===== config.mk =====
export PLATFORM = sky130hd
export DESIGN_NAME = float_add_coefficient_path
export DESIGN_NICKNAME = d
export VERILOG_FILES = /design/src/rtl/float_add_coef_pkg.sv /design/src/rtl/float_add_coefficient_path.sv
export SDC_FILE = /design/constraint.sdc
export NUM_CORES = 2
export LEC_CHECK = 0
export ABC_AREA = 1
export BUFFER_PORTS_ARGS = -buffer_cell sky130_fd_sc_hd__buf_2
export CORE_AREA = 2 2 205 358
export DETAILED_ROUTE_END_ITERATION = 7
export DIE_AREA = 0 0 207 360
export GPL_TIMING_DRIVEN = 0
export PLACE_DENSITY = 0.65
export SYNTH_ARGS = -nofsm -noshare
export SYNTH_HDL_FRONTEND = slang
export SYNTH_SLANG_ARGS = --single-unit

===== constraint.sdc =====
create_clock -name ref_clk_in -period 6.4 [get_ports ref_clk_in]
set_input_delay 1.28 -clock ref_clk_in [delete_from_list [all_inputs] [get_ports ref_clk_in]]
set_output_delay 1.28 -clock ref_clk_in [all_outputs]
set_load 0.005 [all_outputs]

===== src/rtl/float_add_coef_pkg.sv =====
// How it works
// - double precision, no special case, go present: raise sample lower half and center.
// - no special case and go present: raise sample exponent for the fourth period.
// - period two picks larger-exponent coefficient as reference, registered for period three.
// - sign of difference one means operand j larger; steers reference and shift operand.
// - pick shift or reference round bit per role, placed just below coefficient bit 0.
// - reference widened to 96 bits: coefficient 48-95, round 47, sign fills 0-46.
// - shifted operand sits at 47-95, right-shifted by difference, sign fills elsewhere.
// - low shift controls re-complemented when sign of difference is one.
// - ranks one, two, three shift right by four, two, one under their controls.
// - first three ranks give shifts zero to seven, covering bits 40 through 95.
// - ranks one and two in period two, registered; rank three onward in period three.
// - translator decodes 8 and 16 controls to one-hot 0/8/16/24 for rank four.
// - second group 0/32/64/96 gated with 128 drives rank five; 128 also direct.
// - adder bit 96 carries reference sign and shifted sign for overflow room.
// - end-around borrow always for two positives, never for two negatives.
// - operands complemented entering stage one, which forms enables and borrows.
// - ten nine-bit sections plus one seven-bit; two three-bit groups per section bottom.
// - partial sum registered for period four; stage two forms ones-complement sum.
// - carry into the 96th bit (bit 95) raises coefficient overflow and a one-bit right shift.
// - overflow only with alike signs, decided by borrow to bit 95 from stage one.
// - single precision outputs upper 48 bits, double lower 48, shifted on overflow.
// - single precision sends bits 48-95, or 49-96 on overflow, to destination 0-47.
// - single precision, no special case, go present: raise sample upper half and center.
package float_add_coef_pkg;

    // ==================================================================
    // datapath geometry
    localparam int COEF_W = 48;
    localparam int WIDE_W = 96;
    localparam int SUM_W = 97;
    localparam int SEC_W = 9;
    localparam int N_SEC = 11;
    localparam int GRP_W = 3;
    localparam int N_GRP = 22;

    // ==================================================================
    // register offsets (byte addresses)
    localparam logic [7:0] ADDR_OPJ_LO = 8'h00;
    localparam logic [7:0] ADDR_OPJ_HI = 8'h04;
    localparam logic [7:0] ADDR_OPK_LO = 8'h08;
    localparam logic [7:0] ADDR_OPK_HI = 8'h0C;
    localparam logic [7:0] ADDR_SHIFT = 8'h10;
    localparam logic [7:0] ADDR_CTRL = 8'h14;
    localparam logic [7:0] ADDR_GO = 8'h18;
    localparam logic [7:0] ADDR_STATUS = 8'h1C;
    localparam logic [7:0] ADDR_RES_LO = 8'h20;
    localparam logic [7:0] ADDR_RES_HI = 8'h24;

    // ==================================================================
    // field positions
    localparam int SHIFT_SOD_BIT = 8;
    localparam int CTRL_DP_BIT = 0;
    localparam int CTRL_SPC_BIT = 1;
    localparam int CTRL_RND_SHJ_BIT = 2;
    localparam int CTRL_RND_SHK_BIT = 3;
    localparam int CTRL_RND_REFJ_BIT = 4;
    localparam int CTRL_RND_REFK_BIT = 5;
    localparam int GO_BIT = 0;
    localparam int STAT_BUSY_BIT = 0;
    localparam int STAT_OVF_BIT = 1;
    localparam int STAT_EXP_BIT = 2;

    // ==================================================================
    // reset values and bus answers
    localparam logic [31:0] RST_WORD = 32'h0000_0000;
    localparam logic [47:0] RST_COEF = 48'h0000_0000_0000;
    localparam logic [1:0] RESP_OKAY = 2'h0;
    localparam logic [1:0] RESP_SLVERR = 2'h2;

endpackage : float_add_coef_pkg


===== src/rtl/float_add_coefficient_path.sv =====
`timescale 1ns/1ps
module float_add_coefficient_path import float_add_coef_pkg::*; (
    input wire logic ref_clk_in,
    input wire logic rst_in,
    input wire logic [7:0] awaddr_in,
    input wire logic awvalid_in,
    output logic awready_out,
    input wire logic [31:0] wdata_in,
    input wire logic [3:0] wstrb_in,
    input wire logic wvalid_in,
    output logic wready_out,
    output logic [1:0] bresp_out,
    output logic bvalid_out,
    input wire logic bready_in,
    input wire logic [7:0] araddr_in,
    input wire logic arvalid_in,
    output logic arready_out,
    output logic [31:0] rdata_out,
    output logic [1:0] rresp_out,
    output logic rvalid_out,
    input wire logic rready_in,
    output logic [47:0] coef_result_out,
    output logic coef_overflow_out,
    output logic sample_exponent_out,
    output logic result_valid_out
);

    // ==================================================================
    // bus slave: write channels
    logic aw_got_q;
    logic w_got_q;
    logic [7:0] aw_addr_q;
    logic [31:0] w_data_q;
    logic [3:0] w_strb_q;
    logic bvalid_q;
    logic [1:0] bresp_q;
    logic aw_fire;
    logic w_fire;
    logic wr_now;
    logic [7:0] wr_addr;
    logic [31:0] wr_data;
    logic [3:0] wr_strb;
    logic wr_hit;
    logic [31:0] wr_old;
    logic [31:0] wr_merged;

    // operand and control registers
    logic [31:0] opj_lo_q;
    logic [15:0] opj_hi_q;
    logic [31:0] opk_lo_q;
    logic [15:0] opk_hi_q;
    logic [8:0] shift_q;
    logic [5:0] ctrl_q;
    logic go_p1;

    // address and data may arrive in either order; hold the early one
    assign awready_out = !aw_got_q && !bvalid_q;
    assign wready_out = !w_got_q && !bvalid_q;
    assign aw_fire = awvalid_in && awready_out;
    assign w_fire = wvalid_in && wready_out;
    assign wr_now = (aw_got_q || aw_fire) && (w_got_q || w_fire);
    assign wr_addr = aw_got_q ? aw_addr_q : awaddr_in;
    assign wr_data = w_got_q ? w_data_q : wdata_in;
    assign wr_strb = w_got_q ? w_strb_q : wstrb_in;
    assign bvalid_out = bvalid_q;
    assign bresp_out = bresp_q;

    always_ff @(posedge ref_clk_in) begin
        if (rst_in) begin
            aw_got_q <= 1'b0;
            w_got_q <= 1'b0;
            aw_addr_q <= '0;
            w_data_q <= RST_WORD;
            w_strb_q <= '0;
        end else if (wr_now) begin
            aw_got_q <= 1'b0;
            w_got_q <= 1'b0;
        end else begin
            if (aw_fire) begin
                aw_got_q <= 1'b1;
                aw_addr_q <= awaddr_in;
            end
            if (w_fire) begin
                w_got_q <= 1'b1;
                w_data_q <= wdata_in;
                w_strb_q <= wstrb_in;
            end
        end
    end

    // response follows both halves; unmapped or misaligned answers slverr
    always_ff @(posedge ref_clk_in) begin
        if (rst_in) begin
            bvalid_q <= 1'b0;
            bresp_q <= RESP_OKAY;
        end else if (wr_now) begin
            bvalid_q <= 1'b1;
            bresp_q <= wr_hit ? RESP_OKAY : RESP_SLVERR;
        end else if (bvalid_q && bready_in) begin
            bvalid_q <= 1'b0;
        end
    end

    // old value of the addressed word, merged with the strobed bytes
    always_comb begin
        wr_hit = (wr_addr[1:0] == 2'h0) && (wr_addr <= ADDR_RES_HI);
        case (wr_addr)
            ADDR_OPJ_LO: wr_old = opj_lo_q;
            ADDR_OPJ_HI: wr_old = {16'h0000, opj_hi_q};
            ADDR_OPK_LO: wr_old = opk_lo_q;
            ADDR_OPK_HI: wr_old = {16'h0000, opk_hi_q};
            ADDR_SHIFT: wr_old = {23'h00_0000, shift_q};
            ADDR_CTRL: wr_old = {26'h000_0000, ctrl_q};
            default: wr_old = RST_WORD;
        endcase
        for (int i = 0; i < 4; i++) begin
            wr_merged[i*8 +: 8] = wr_strb[i] ? wr_data[i*8 +: 8] : wr_old[i*8 +: 8];
        end
    end

    // software-owned registers; status and results are read-only
    always_ff @(posedge ref_clk_in) begin
        if (rst_in) begin
            opj_lo_q <= RST_WORD;
            opj_hi_q <= '0;
            opk_lo_q <= RST_WORD;
            opk_hi_q <= '0;
            shift_q <= '0;
            ctrl_q <= '0;
        end else if (wr_now) begin
            case (wr_addr)
                ADDR_OPJ_LO: opj_lo_q <= wr_merged;
                ADDR_OPJ_HI: opj_hi_q <= wr_merged[15:0];
                ADDR_OPK_LO: opk_lo_q <= wr_merged;
                ADDR_OPK_HI: opk_hi_q <= wr_merged[15:0];
                ADDR_SHIFT: shift_q <= wr_merged[8:0];
                ADDR_CTRL: ctrl_q <= wr_merged[5:0];
                default: ;
            endcase
        end
    end

    // a go write is the issue period; the pipe runs three more periods
    assign go_p1 = wr_now && (wr_addr == ADDR_GO) && wr_strb[0] && wr_data[GO_BIT];

    // ==================================================================
    // period two: operand selection and shift ranks one and two
    logic p2_q;
    logic p3_q;
    logic p4_q;
    logic sod;
    logic [47:0] coef_j;
    logic [47:0] coef_k;
    logic [47:0] ref_coef;
    logic [47:0] shf_coef;
    logic ref_rnd;
    logic shf_rnd;
    logic [2:0] sh_lo;
    logic [95:0] shf_wide;
    logic [95:0] rank1;
    logic [95:0] rank2;
    logic [95:0] ref_wide_q;
    logic [95:0] shf_q;
    logic ref_sign_q;
    logic shf_sign_q;
    logic sh1_q;
    logic [4:0] sh_hi_q;
    logic dp_q;
    logic spc_q;

    assign coef_j = {opj_hi_q, opj_lo_q};
    assign coef_k = {opk_hi_q, opk_lo_q};
    assign sod = shift_q[SHIFT_SOD_BIT];
    // larger exponent goes to reference, the other to rank one
    assign ref_coef = sod ? coef_j : coef_k;
    assign shf_coef = sod ? coef_k : coef_j;
    assign ref_rnd = sod ? ctrl_q[CTRL_RND_REFJ_BIT] : ctrl_q[CTRL_RND_REFK_BIT];
    assign shf_rnd = sod ? ctrl_q[CTRL_RND_SHK_BIT] : ctrl_q[CTRL_RND_SHJ_BIT];
    // the low controls come complemented when j is larger
    assign sh_lo = sod ? ~shift_q[2:0] : shift_q[2:0];
    // msb is the sign, so arithmetic shifts fill with shifted sign
    assign shf_wide = {shf_coef, shf_rnd, {47{shf_coef[47]}}};
    assign rank1 = sh_lo[2] ? 96'($signed(shf_wide) >>> 4) : shf_wide;
    assign rank2 = sh_lo[1] ? 96'($signed(rank1) >>> 2) : rank1;

    always_ff @(posedge ref_clk_in) begin
        if (rst_in) begin
            p2_q <= 1'b0;
            p3_q <= 1'b0;
            p4_q <= 1'b0;
        end else begin
            p2_q <= go_p1;
            p3_q <= p2_q;
            p4_q <= p3_q;
        end
    end

    // period-two results held for period three
    always_ff @(posedge ref_clk_in) begin
        if (rst_in) begin
            ref_wide_q <= '0;
            shf_q <= '0;
            ref_sign_q <= 1'b0;
            shf_sign_q <= 1'b0;
            sh1_q <= 1'b0;
            sh_hi_q <= '0;
            dp_q <= 1'b0;
            spc_q <= 1'b0;
        end else if (p2_q) begin
            ref_wide_q <= {ref_coef, ref_rnd, {47{ref_coef[47]}}};
            shf_q <= rank2;
            ref_sign_q <= ref_coef[47];
            shf_sign_q <= shf_coef[47];
            sh1_q <= sh_lo[0];
            sh_hi_q <= shift_q[7:3];
            dp_q <= ctrl_q[CTRL_DP_BIT];
            spc_q <= ctrl_q[CTRL_SPC_BIT];
        end
    end

    // ==================================================================
    // period three: ranks three to five and first adder stage
    logic [95:0] rank3;
    logic [55:0] rank3_win;
    logic [95:0] rank4;
    logic [95:0] rank5;
    logic [3:0] grp_a;
    logic [3:0] grp_b;
    logic [96:0] op_a;
    logic [96:0] op_b;
    logic [96:0] bit_en;
    logic [96:0] bit_br;
    logic [10:0] sec_en;
    logic [10:0] sec_br;
    logic [21:0] grp_en;
    logic [21:0] grp_br;

    assign rank3 = sh1_q ? 96'($signed(shf_q) >>> 1) : shf_q;
    // only bits 40-95 can hold data after at most seven places
    assign rank3_win = rank3[95:40];

    always_comb begin
        // one-hot translator, shift 0/8/16/24 and 0/32/64/96
        grp_a = 4'h1 << sh_hi_q[1:0];
        grp_b = (4'h1 << sh_hi_q[3:2]) & {4{!sh_hi_q[4]}};
        case (grp_a)
            4'h2: rank4 = 96'($signed({rank3_win, {40{rank3_win[55]}}}) >>> 8);
            4'h4: rank4 = 96'($signed({rank3_win, {40{rank3_win[55]}}}) >>> 16);
            4'h8: rank4 = 96'($signed({rank3_win, {40{rank3_win[55]}}}) >>> 24);
            default: rank4 = {rank3_win, {40{rank3_win[55]}}};
        endcase
        // shift 128 alone clears the operand to its sign
        if (sh_hi_q[4]) begin
            rank5 = {96{shf_sign_q}};
        end else begin
            case (grp_b)
                4'h2: rank5 = 96'($signed(rank4) >>> 32);
                4'h4: rank5 = 96'($signed(rank4) >>> 64);
                4'h8: rank5 = {96{shf_sign_q}};
                default: rank5 = rank4;
            endcase
        end
    end

    // bit 96 of each operand is its own sign
    assign op_a = {ref_sign_q, ref_wide_q};
    assign op_b = {shf_sign_q, rank5};
    // complemented entry: enable is a half sum, borrow a generate
    assign bit_en = (~op_a) ^ (~op_b);
    assign bit_br = (~op_a) & (~op_b);

    // section and group enables and borrows over the 9/9/../7 split
    always_comb begin
        for (int s = 0; s < N_SEC; s++) begin
            sec_en[s] = 1'b1;
            sec_br[s] = 1'b0;
            for (int i = 0; i < SEC_W; i++) begin
                if (s * SEC_W + i < SUM_W) begin
                    sec_br[s] = bit_br[s*SEC_W+i] | (bit_en[s*SEC_W+i] & sec_br[s]);
                    sec_en[s] = sec_en[s] & bit_en[s*SEC_W+i];
                end
            end
            for (int g = 0; g < 2; g++) begin
                grp_en[s*2+g] = 1'b1;
                grp_br[s*2+g] = 1'b0;
                for (int i = 0; i < GRP_W; i++) begin
                    grp_br[s*2+g] = bit_br[s*SEC_W+g*GRP_W+i]
                        | (bit_en[s*SEC_W+g*GRP_W+i] & grp_br[s*2+g]);
                    grp_en[s*2+g] = grp_en[s*2+g] & bit_en[s*SEC_W+g*GRP_W+i];
                end
            end
        end
    end

    // partial sum and sample controls held for period four
    logic [96:0] bit_en_q;
    logic [96:0] bit_br_q;
    logic [10:0] sec_en_q;
    logic [10:0] sec_br_q;
    logic [21:0] grp_en_q;
    logic [21:0] grp_br_q;
    logic ref_sign4_q;
    logic shf_sign4_q;
    logic samp_upper_q;
    logic samp_lower_q;
    logic samp_center_q;
    logic samp_exp_q;

    always_ff @(posedge ref_clk_in) begin
        if (rst_in) begin
            bit_en_q <= '0;
            bit_br_q <= '0;
            sec_en_q <= '0;
            sec_br_q <= '0;
            grp_en_q <= '0;
            grp_br_q <= '0;
            ref_sign4_q <= 1'b0;
            shf_sign4_q <= 1'b0;
        end else if (p3_q) begin
            bit_en_q <= bit_en;
            bit_br_q <= bit_br;
            sec_en_q <= sec_en;
            sec_br_q <= sec_br;
            grp_en_q <= grp_en;
            grp_br_q <= grp_br;
            ref_sign4_q <= ref_sign_q;
            shf_sign4_q <= shf_sign_q;
        end
    end

    // sample controls are live only for the period-four cycle
    always_ff @(posedge ref_clk_in) begin
        if (rst_in) begin
            samp_upper_q <= 1'b0;
            samp_lower_q <= 1'b0;
            samp_center_q <= 1'b0;
            samp_exp_q <= 1'b0;
        end else begin
            samp_upper_q <= p3_q && !spc_q && !dp_q;
            samp_lower_q <= p3_q && !spc_q && dp_q;
            samp_center_q <= p3_q && !spc_q;
            samp_exp_q <= p3_q && !spc_q;
        end
    end

    // ==================================================================
    // period four: second adder stage, overflow and output selection
    logic eab;
    logic [10:0] sec_cin;
    logic [96:0] carry;
    logic [96:0] result;
    logic borrow96;
    logic coef_ovf;
    logic [47:0] upper_half;
    logic [47:0] lower_half;
    logic [47:0] coef_sel;

    always_comb begin
        // end-around borrow: carry-out of the top with no carry-in
        eab = 1'b0;
        for (int s = 0; s < N_SEC; s++) begin
            eab = sec_br_q[s] | (sec_en_q[s] & eab);
        end
        sec_cin[0] = eab;
        for (int s = 1; s < N_SEC; s++) begin
            sec_cin[s] = sec_br_q[s-1] | (sec_en_q[s-1] & sec_cin[s-1]);
        end
        for (int s = 0; s < N_SEC; s++) begin
            carry[s*SEC_W] = sec_cin[s];
            for (int i = 1; i < SEC_W; i++) begin
                if (s * SEC_W + i < SUM_W) begin
                    carry[s*SEC_W+i] = bit_br_q[s*SEC_W+i-1] | (bit_en_q[s*SEC_W+i-1] & carry[s*SEC_W+i-1]);
                end
            end
        end
    end

    // the complemented sum is turned back to true ones-complement form
    assign result = ~(bit_en_q ^ carry);
    // bit 95 repeats the sign, so an overflow shows as the borrow into bit 95 of the top section
    assign borrow96 = bit_br_q[94] | (bit_en_q[94] & (bit_br_q[93] | (bit_en_q[93]
        & (grp_br_q[20] | (grp_en_q[20] & sec_cin[10])))));
    // alike signs only; positives overflow without it, negatives with it
    assign coef_ovf = (ref_sign4_q == shf_sign4_q) && (ref_sign4_q ? borrow96 : !borrow96);
    // overflow paths are a wired one-place right shift
    assign upper_half = coef_ovf ? result[96:49] : result[95:48];
    assign lower_half = coef_ovf ? result[48:1] : result[47:0];

    // unsampled paths float to all ones at the destination
    always_comb begin
        if (samp_upper_q && samp_center_q) begin
            coef_sel = upper_half;
        end else if (samp_lower_q && samp_center_q) begin
            coef_sel = lower_half;
        end else begin
            coef_sel = {COEF_W{1'b1}};
        end
    end

    // result stage: the destination sees the word one edge after period four
    logic [47:0] coef_res_q;
    logic coef_ovf_q;
    logic exp_last_q;
    logic exp_pulse_q;
    logic done_q;

    always_ff @(posedge ref_clk_in) begin
        if (rst_in) begin
            coef_res_q <= RST_COEF;
            coef_ovf_q <= 1'b0;
            exp_last_q <= 1'b0;
            exp_pulse_q <= 1'b0;
            done_q <= 1'b0;
        end else begin
            done_q <= p4_q;
            exp_pulse_q <= p4_q && samp_exp_q;
            if (p4_q) begin
                coef_res_q <= coef_sel;
                coef_ovf_q <= coef_ovf;
                exp_last_q <= samp_exp_q;
            end
        end
    end

    assign coef_result_out = coef_res_q;
    assign coef_overflow_out = coef_ovf_q;
    assign sample_exponent_out = exp_pulse_q;
    assign result_valid_out = done_q;

    // ==================================================================
    // bus slave: read channel
    logic rvalid_q;
    logic [31:0] rdata_q;
    logic [1:0] rresp_q;
    logic [31:0] rd_word;
    logic rd_hit;

    assign arready_out = !rvalid_q;
    assign rvalid_out = rvalid_q;
    assign rdata_out = rdata_q;
    assign rresp_out = rresp_q;

    always_comb begin
        rd_hit = (araddr_in[1:0] == 2'h0) && (araddr_in <= ADDR_RES_HI);
        case (araddr_in)
            ADDR_OPJ_LO: rd_word = opj_lo_q;
            ADDR_OPJ_HI: rd_word = {16'h0000, opj_hi_q};
            ADDR_OPK_LO: rd_word = opk_lo_q;
            ADDR_OPK_HI: rd_word = {16'h0000, opk_hi_q};
            ADDR_SHIFT: rd_word = {23'h00_0000, shift_q};
            ADDR_CTRL: rd_word = {26'h000_0000, ctrl_q};
            ADDR_STATUS: begin
                rd_word = RST_WORD;
                rd_word[STAT_BUSY_BIT] = p2_q || p3_q || p4_q;
                rd_word[STAT_OVF_BIT] = coef_ovf_q;
                rd_word[STAT_EXP_BIT] = exp_last_q;
            end
            ADDR_RES_LO: rd_word = coef_res_q[31:0];
            ADDR_RES_HI: rd_word = {16'h0000, coef_res_q[47:32]};
            default: rd_word = RST_WORD;
        endcase
    end

    always_ff @(posedge ref_clk_in) begin
        if (rst_in) begin
            rvalid_q <= 1'b0;
            rdata_q <= RST_WORD;
            rresp_q <= RESP_OKAY;
        end else if (arvalid_in && !rvalid_q) begin
            rvalid_q <= 1'b1;
            rdata_q <= rd_hit ? rd_word : RST_WORD;
            rresp_q <= rd_hit ? RESP_OKAY : RESP_SLVERR;
        end else if (rvalid_q && rready_in) begin
            rvalid_q <= 1'b0;
        end
    end

endmodule : float_add_coefficient_path


==> impl_metrics.csv <==
group,metric,value,unit
layout,nNetsFinal,5490,
timing,tightest_slew,1.65,ns
logic_synthesis,synth_top_family_by_area,"compound AO/OA/AOI/OAI gates",
layout,ff_latch_area,0.0115,mm^2
placement,pre_cts_slack,-1.21,ns
logic_synthesis,syn_avg_cell_area,6.66,um^2
clock_tree,cts_buffer_depth,3,
layout,drive_gt1_frac,0.109,
logic_synthesis,synth_top_area_share,0.344,
grt,grt_overflow,0,
logic_synthesis,syn_inst,5006,
grt,grt_max_degree,30,
floorplanning,initial_core_util,0.466,
grt,grt_util_all_layers,0.495,
critical_path,critPathTopFamily,"simple AND/OR/NAND/NOR gates",
outcome,violations,"capacitance limit, slew limit, setup timing",
logic_synthesis,ys_ff_latch,572,
floorplanning,dieArea,0.0745,mm^2
clock_tree,h-tree-depth,2,
flow_run,maxCapViolCount,10,
logic_synthesis,synth_compound_area_frac,0.245,
placement,io_buffer_count,147,
layout,multi_input_area,0.0194,mm^2
detailed_routing,avgRoutedWirePerCell,30.5,um
critical_path,rrSetupSlack,-0.11,ns
power_and_ir_drop,powerDensity,203,mW/mm^2
clock_tree,cts.sinks,572,
logic_synthesis,synth.area.top_cells,"dfxtp_1 34%, nand2_1 11%, o21ai_0 9.6%",
outcome,status,"complete, but fails checks",
timing,hold_viol,0,
timing,final-setup-viol-count,5,
grt,grt_pass1_vias,37000,
logic_synthesis,synth-simple-area-share,0.222,
timing,finalClockSkew,0.0375,ns
clock_tree,cts.clk_slew.worst_paths,0.07,ns
layout,areaGrowthSynthToFinish,17.3,%
logic_synthesis,synth-xor-area-share,0.00368,
timing,rsz0062_at_grt,"yes",
timing,tns,-0.248,ns
detailed_routing,first_pass_iters,8,
logic_synthesis,ys_types,43,
critical_path,required,7.01,ns
timing,fin_ws,-0.106,ns
floorplanning,ios,151,
logic_synthesis,yosysSeqAreaShare,0.344,
floorplanning,core,0.0716,mm^2
logic_synthesis,async_flop_share,0,
logic_synthesis,yosysWarnings,0,
critical_path,path_class,"register to register",
critical_path,r2r-end,"coef_result_out[41]",
power_and_ir_drop,ir_drop,222,uV
detailed_routing,drtIter0Drc,4395,
logic_synthesis,synthMuxAreaShare,0.000901,
critical_path,slowest_delay,0.33,ns
hold_path,hold-path-endpoint,"rdata_out[28]",
clock_tree,clock_insertion_delay_worst_skew,0.69,ns
detailed_routing,drt-vias-per-instance,6.20,
placement,place_congestion,1.15,
power_and_ir_drop,p_leak,0.0163,uW
critical_path,critPathLaunchType,"register",
critical_path,rr_startpoint,"sec_br_q[0]",
clock_tree,tritoncts,"done",
timing,slew_viol_final,49,
logic_synthesis,synth_fa_ha_area_frac,0.0687,
critical_path,cp_common_cell,"nand2_2",
clock_tree,cts_root_buffer,"clkbuf_16",
grt,grt_first_pass_wirelength,265,mm
detailed_routing,drc,0,
critical_path,cp_max_fo,2,
detailed_routing,drtAntennaViolNets,0,
critical_path,critical_path.slowest_cell,"dfxtp_2",
floorplanning,die_h,360,um
critical_path,cp-end-kind,"register",
detailed_routing,num_vias,38600,
critical_path,path_buf_inv,0,
logic_synthesis,synth-edff-count,0,
placement,hpwl,150,mm
critical_path,r2r_cells,59,
clock_tree,cts_buffers,57,
grt,antenna_found_initial,18,
floorplanning,die_w,207,um
layout,n_fill_cell,7352,
timing,clock.fmax,0.154,GHz
hold_path,holdPathStages,2,
hold_path,hp-class,"register to register",
logic_synthesis,post-synth-top-area-cell,"dfxtp_1",
logic_synthesis,netlist_area,0.0333,mm^2
timing,period_share,1.02,
timing,max_slew_margin,-0.113,
critical_path,cp.arrival,7.11,ns
logic_synthesis,ys.flop_type,"dfxtp_1",
clock_tree,cts-hold-fix-buffers,0,
timing,fin_crit,6.51,ns
detailed_routing,routed_wl,190,mm
hold_path,hp-start,"rdata_out[28]",
floorplanning,placementRows,130,
==> worst reg2reg max path: cells and delay by family (launching register included) <==
family,cells,cell delay (ns)
xor+xnor,1,0.23
compound gates,1,0.14
simple gates,49,4.47
fa+ha+maj,8,1.23
flops,1,0.33
==> flip-flops by register name, indices dropped and copies added, names as in the netlist, 4 cells and up <==
signal / count
bit_en_q: 97
opk_hi_q: 16
sec_br_q: 11
shf_q: 55
coef_result_out: 48
ctrl_q: 6
opj_lo_q: 32
opj_hi_q: 16
bit_br_q: 86
opk_lo_q: 32
shift_q: 9
aw_addr_q: 8
ref_wide_q: 49
w_data_q: 32
rdata_out: 32
sec_en_q: 11
w_strb_q: 4
sh_hi_q: 5
==> layout make-up <==
class                   instances  share of cell area
plain buffers                 342              0.0347
clock buffers                  69              0.0403
diodes                         11            0.000704
flip-flops and latches        572               0.293
inverters                     668              0.0642
multi-input cells            3425               0.497
repair buffers                182              0.0280
clock inverters                35              0.0124
well taps                     924              0.0296
==> cells by family after synthesis <==
| family | count (synthesis) |
|---|---|
| DFF | 572 |
| and+or+nand+nor | 1790 |
| buffers and inverters | 1010 |
| muxes | 3 |
| xor gates and xnor gates | 14 |
| AOI/OAI and AO/OA | 1433 |
| other | 1 |
| adders and majority gates | 183 |
==> stage by stage <==
step                instances  total power [uW]  hold WS [ns]  cell area [um^2]   util
finish                   6228              7920         0.464             39100  0.546
global route             6221              8040         0.486             39100  0.546
CTS                      6203              7870         0.467             38200  0.534
detailed placement       6084              4140         0.456             35300  0.493
global placement         6078              4130         0.452             35200  0.492
floorplan                5007              3930         0.409             33300      -
==> synth_stat cells (5+ instances only) <==
library cell and n:
a221o_1 8, o22ai_1 72, dfxtp_1 572, o2111ai_1 7, o211ai_1 52, inv_1 652, o221ai_1 86, nor2_1 390
a21oi_1 457, nand4_1 7, or2_2 78, a211oi_1 7, o31ai_1 6, clkinv_1 12, buf_6 5, nand2_1 979
o21ai_0 641, ha_1 183, buf_2 19, clkbuf_1 287, buf_1 28, a221oi_1 84, nor4_1 10, nor3_1 29
nand3_1 287, xor2_1 14
==> repair_timing <==
action	in CTS	in global routing
pin swaps	66	93
buffers inserted	15	7
endpoints found under the setup margin	35	32
hold endpoints to repair	0	0
gates resized for setup	163	141
==> worst max path at each step <==
stage / from / to / slack, ns / cells after the start
floorplan: sec_en_q[1] / coef_result_out[41] / 0.39 / 59
global placement: sec_br_q[0] / coef_result_out[41] / -1.18 / 59
detailed placement: sec_en_q[1] / coef_result_out[41] / -1.21 / 59
CTS: sec_br_q[0] / coef_result_out[32] / -0.23 / 57
global route: sec_br_q[0] / coef_result_out[41] / -0.40 / 59
finish: sec_br_q[0] / coef_result_out[41] / -0.11 / 59
==> cells in the final DEF, fill, tap and decap left out, types with 8 or more instances in the layout <==
cell type / Yosys / layout
a221o_1: 8 / 8
nor3_1: 29 / 28
o21ai_0: 641 / 631
nand3_1: 287 / 242
ha_1: 183 / 117
nand3_2: 0 / 43
clkinv_1: 12 / 12
buf_6: 5 / 11
inv_1: 652 / 650
buf_4: 3 / 24
clkbuf_16: 0 / 59
buf_2: 19 / 166
nor2_1: 390 / 379
o21ai_1: 3 / 13
dfxtp_1: 572 / 570
o22ai_1: 72 / 72
diode_2: 0 / 11
o211ai_1: 52 / 52
nand2_2: 4 / 20
clkbuf_1: 287 / 291
a221oi_1: 84 / 84
nor2_4: 0 / 10
bufinv_16: 0 / 10
a21oi_2: 0 / 15
o221ai_1: 86 / 86
ha_2: 0 / 19
clkinv_2: 0 / 14
nand2_4: 2 / 12
ha_4: 0 / 47
a21oi_1: 457 / 442
or2_2: 78 / 28
or2_4: 0 / 50
nand2_1: 979 / 953
buf_1: 28 / 28
clkbuf_8: 0 / 8
==> power by group <==
part	internal, uW	switching [uW]
Sequential	3600	26.2
Clock	2160	1680
Combinational	97.4	358
Total	5860	2060
==> metal layers <==
layer / up-vias / track usage / wire length [um]
met2: 2450 / 0.794 / 85300
met5: - / 0 / 59
met3: 1012 / 0.128 / 16900
li1: 17200 / - / -
met1: 18000 / 0.475 / 58800
met4: 8 / 0.601 / 29000
Power figures use the tool's default switching activity.
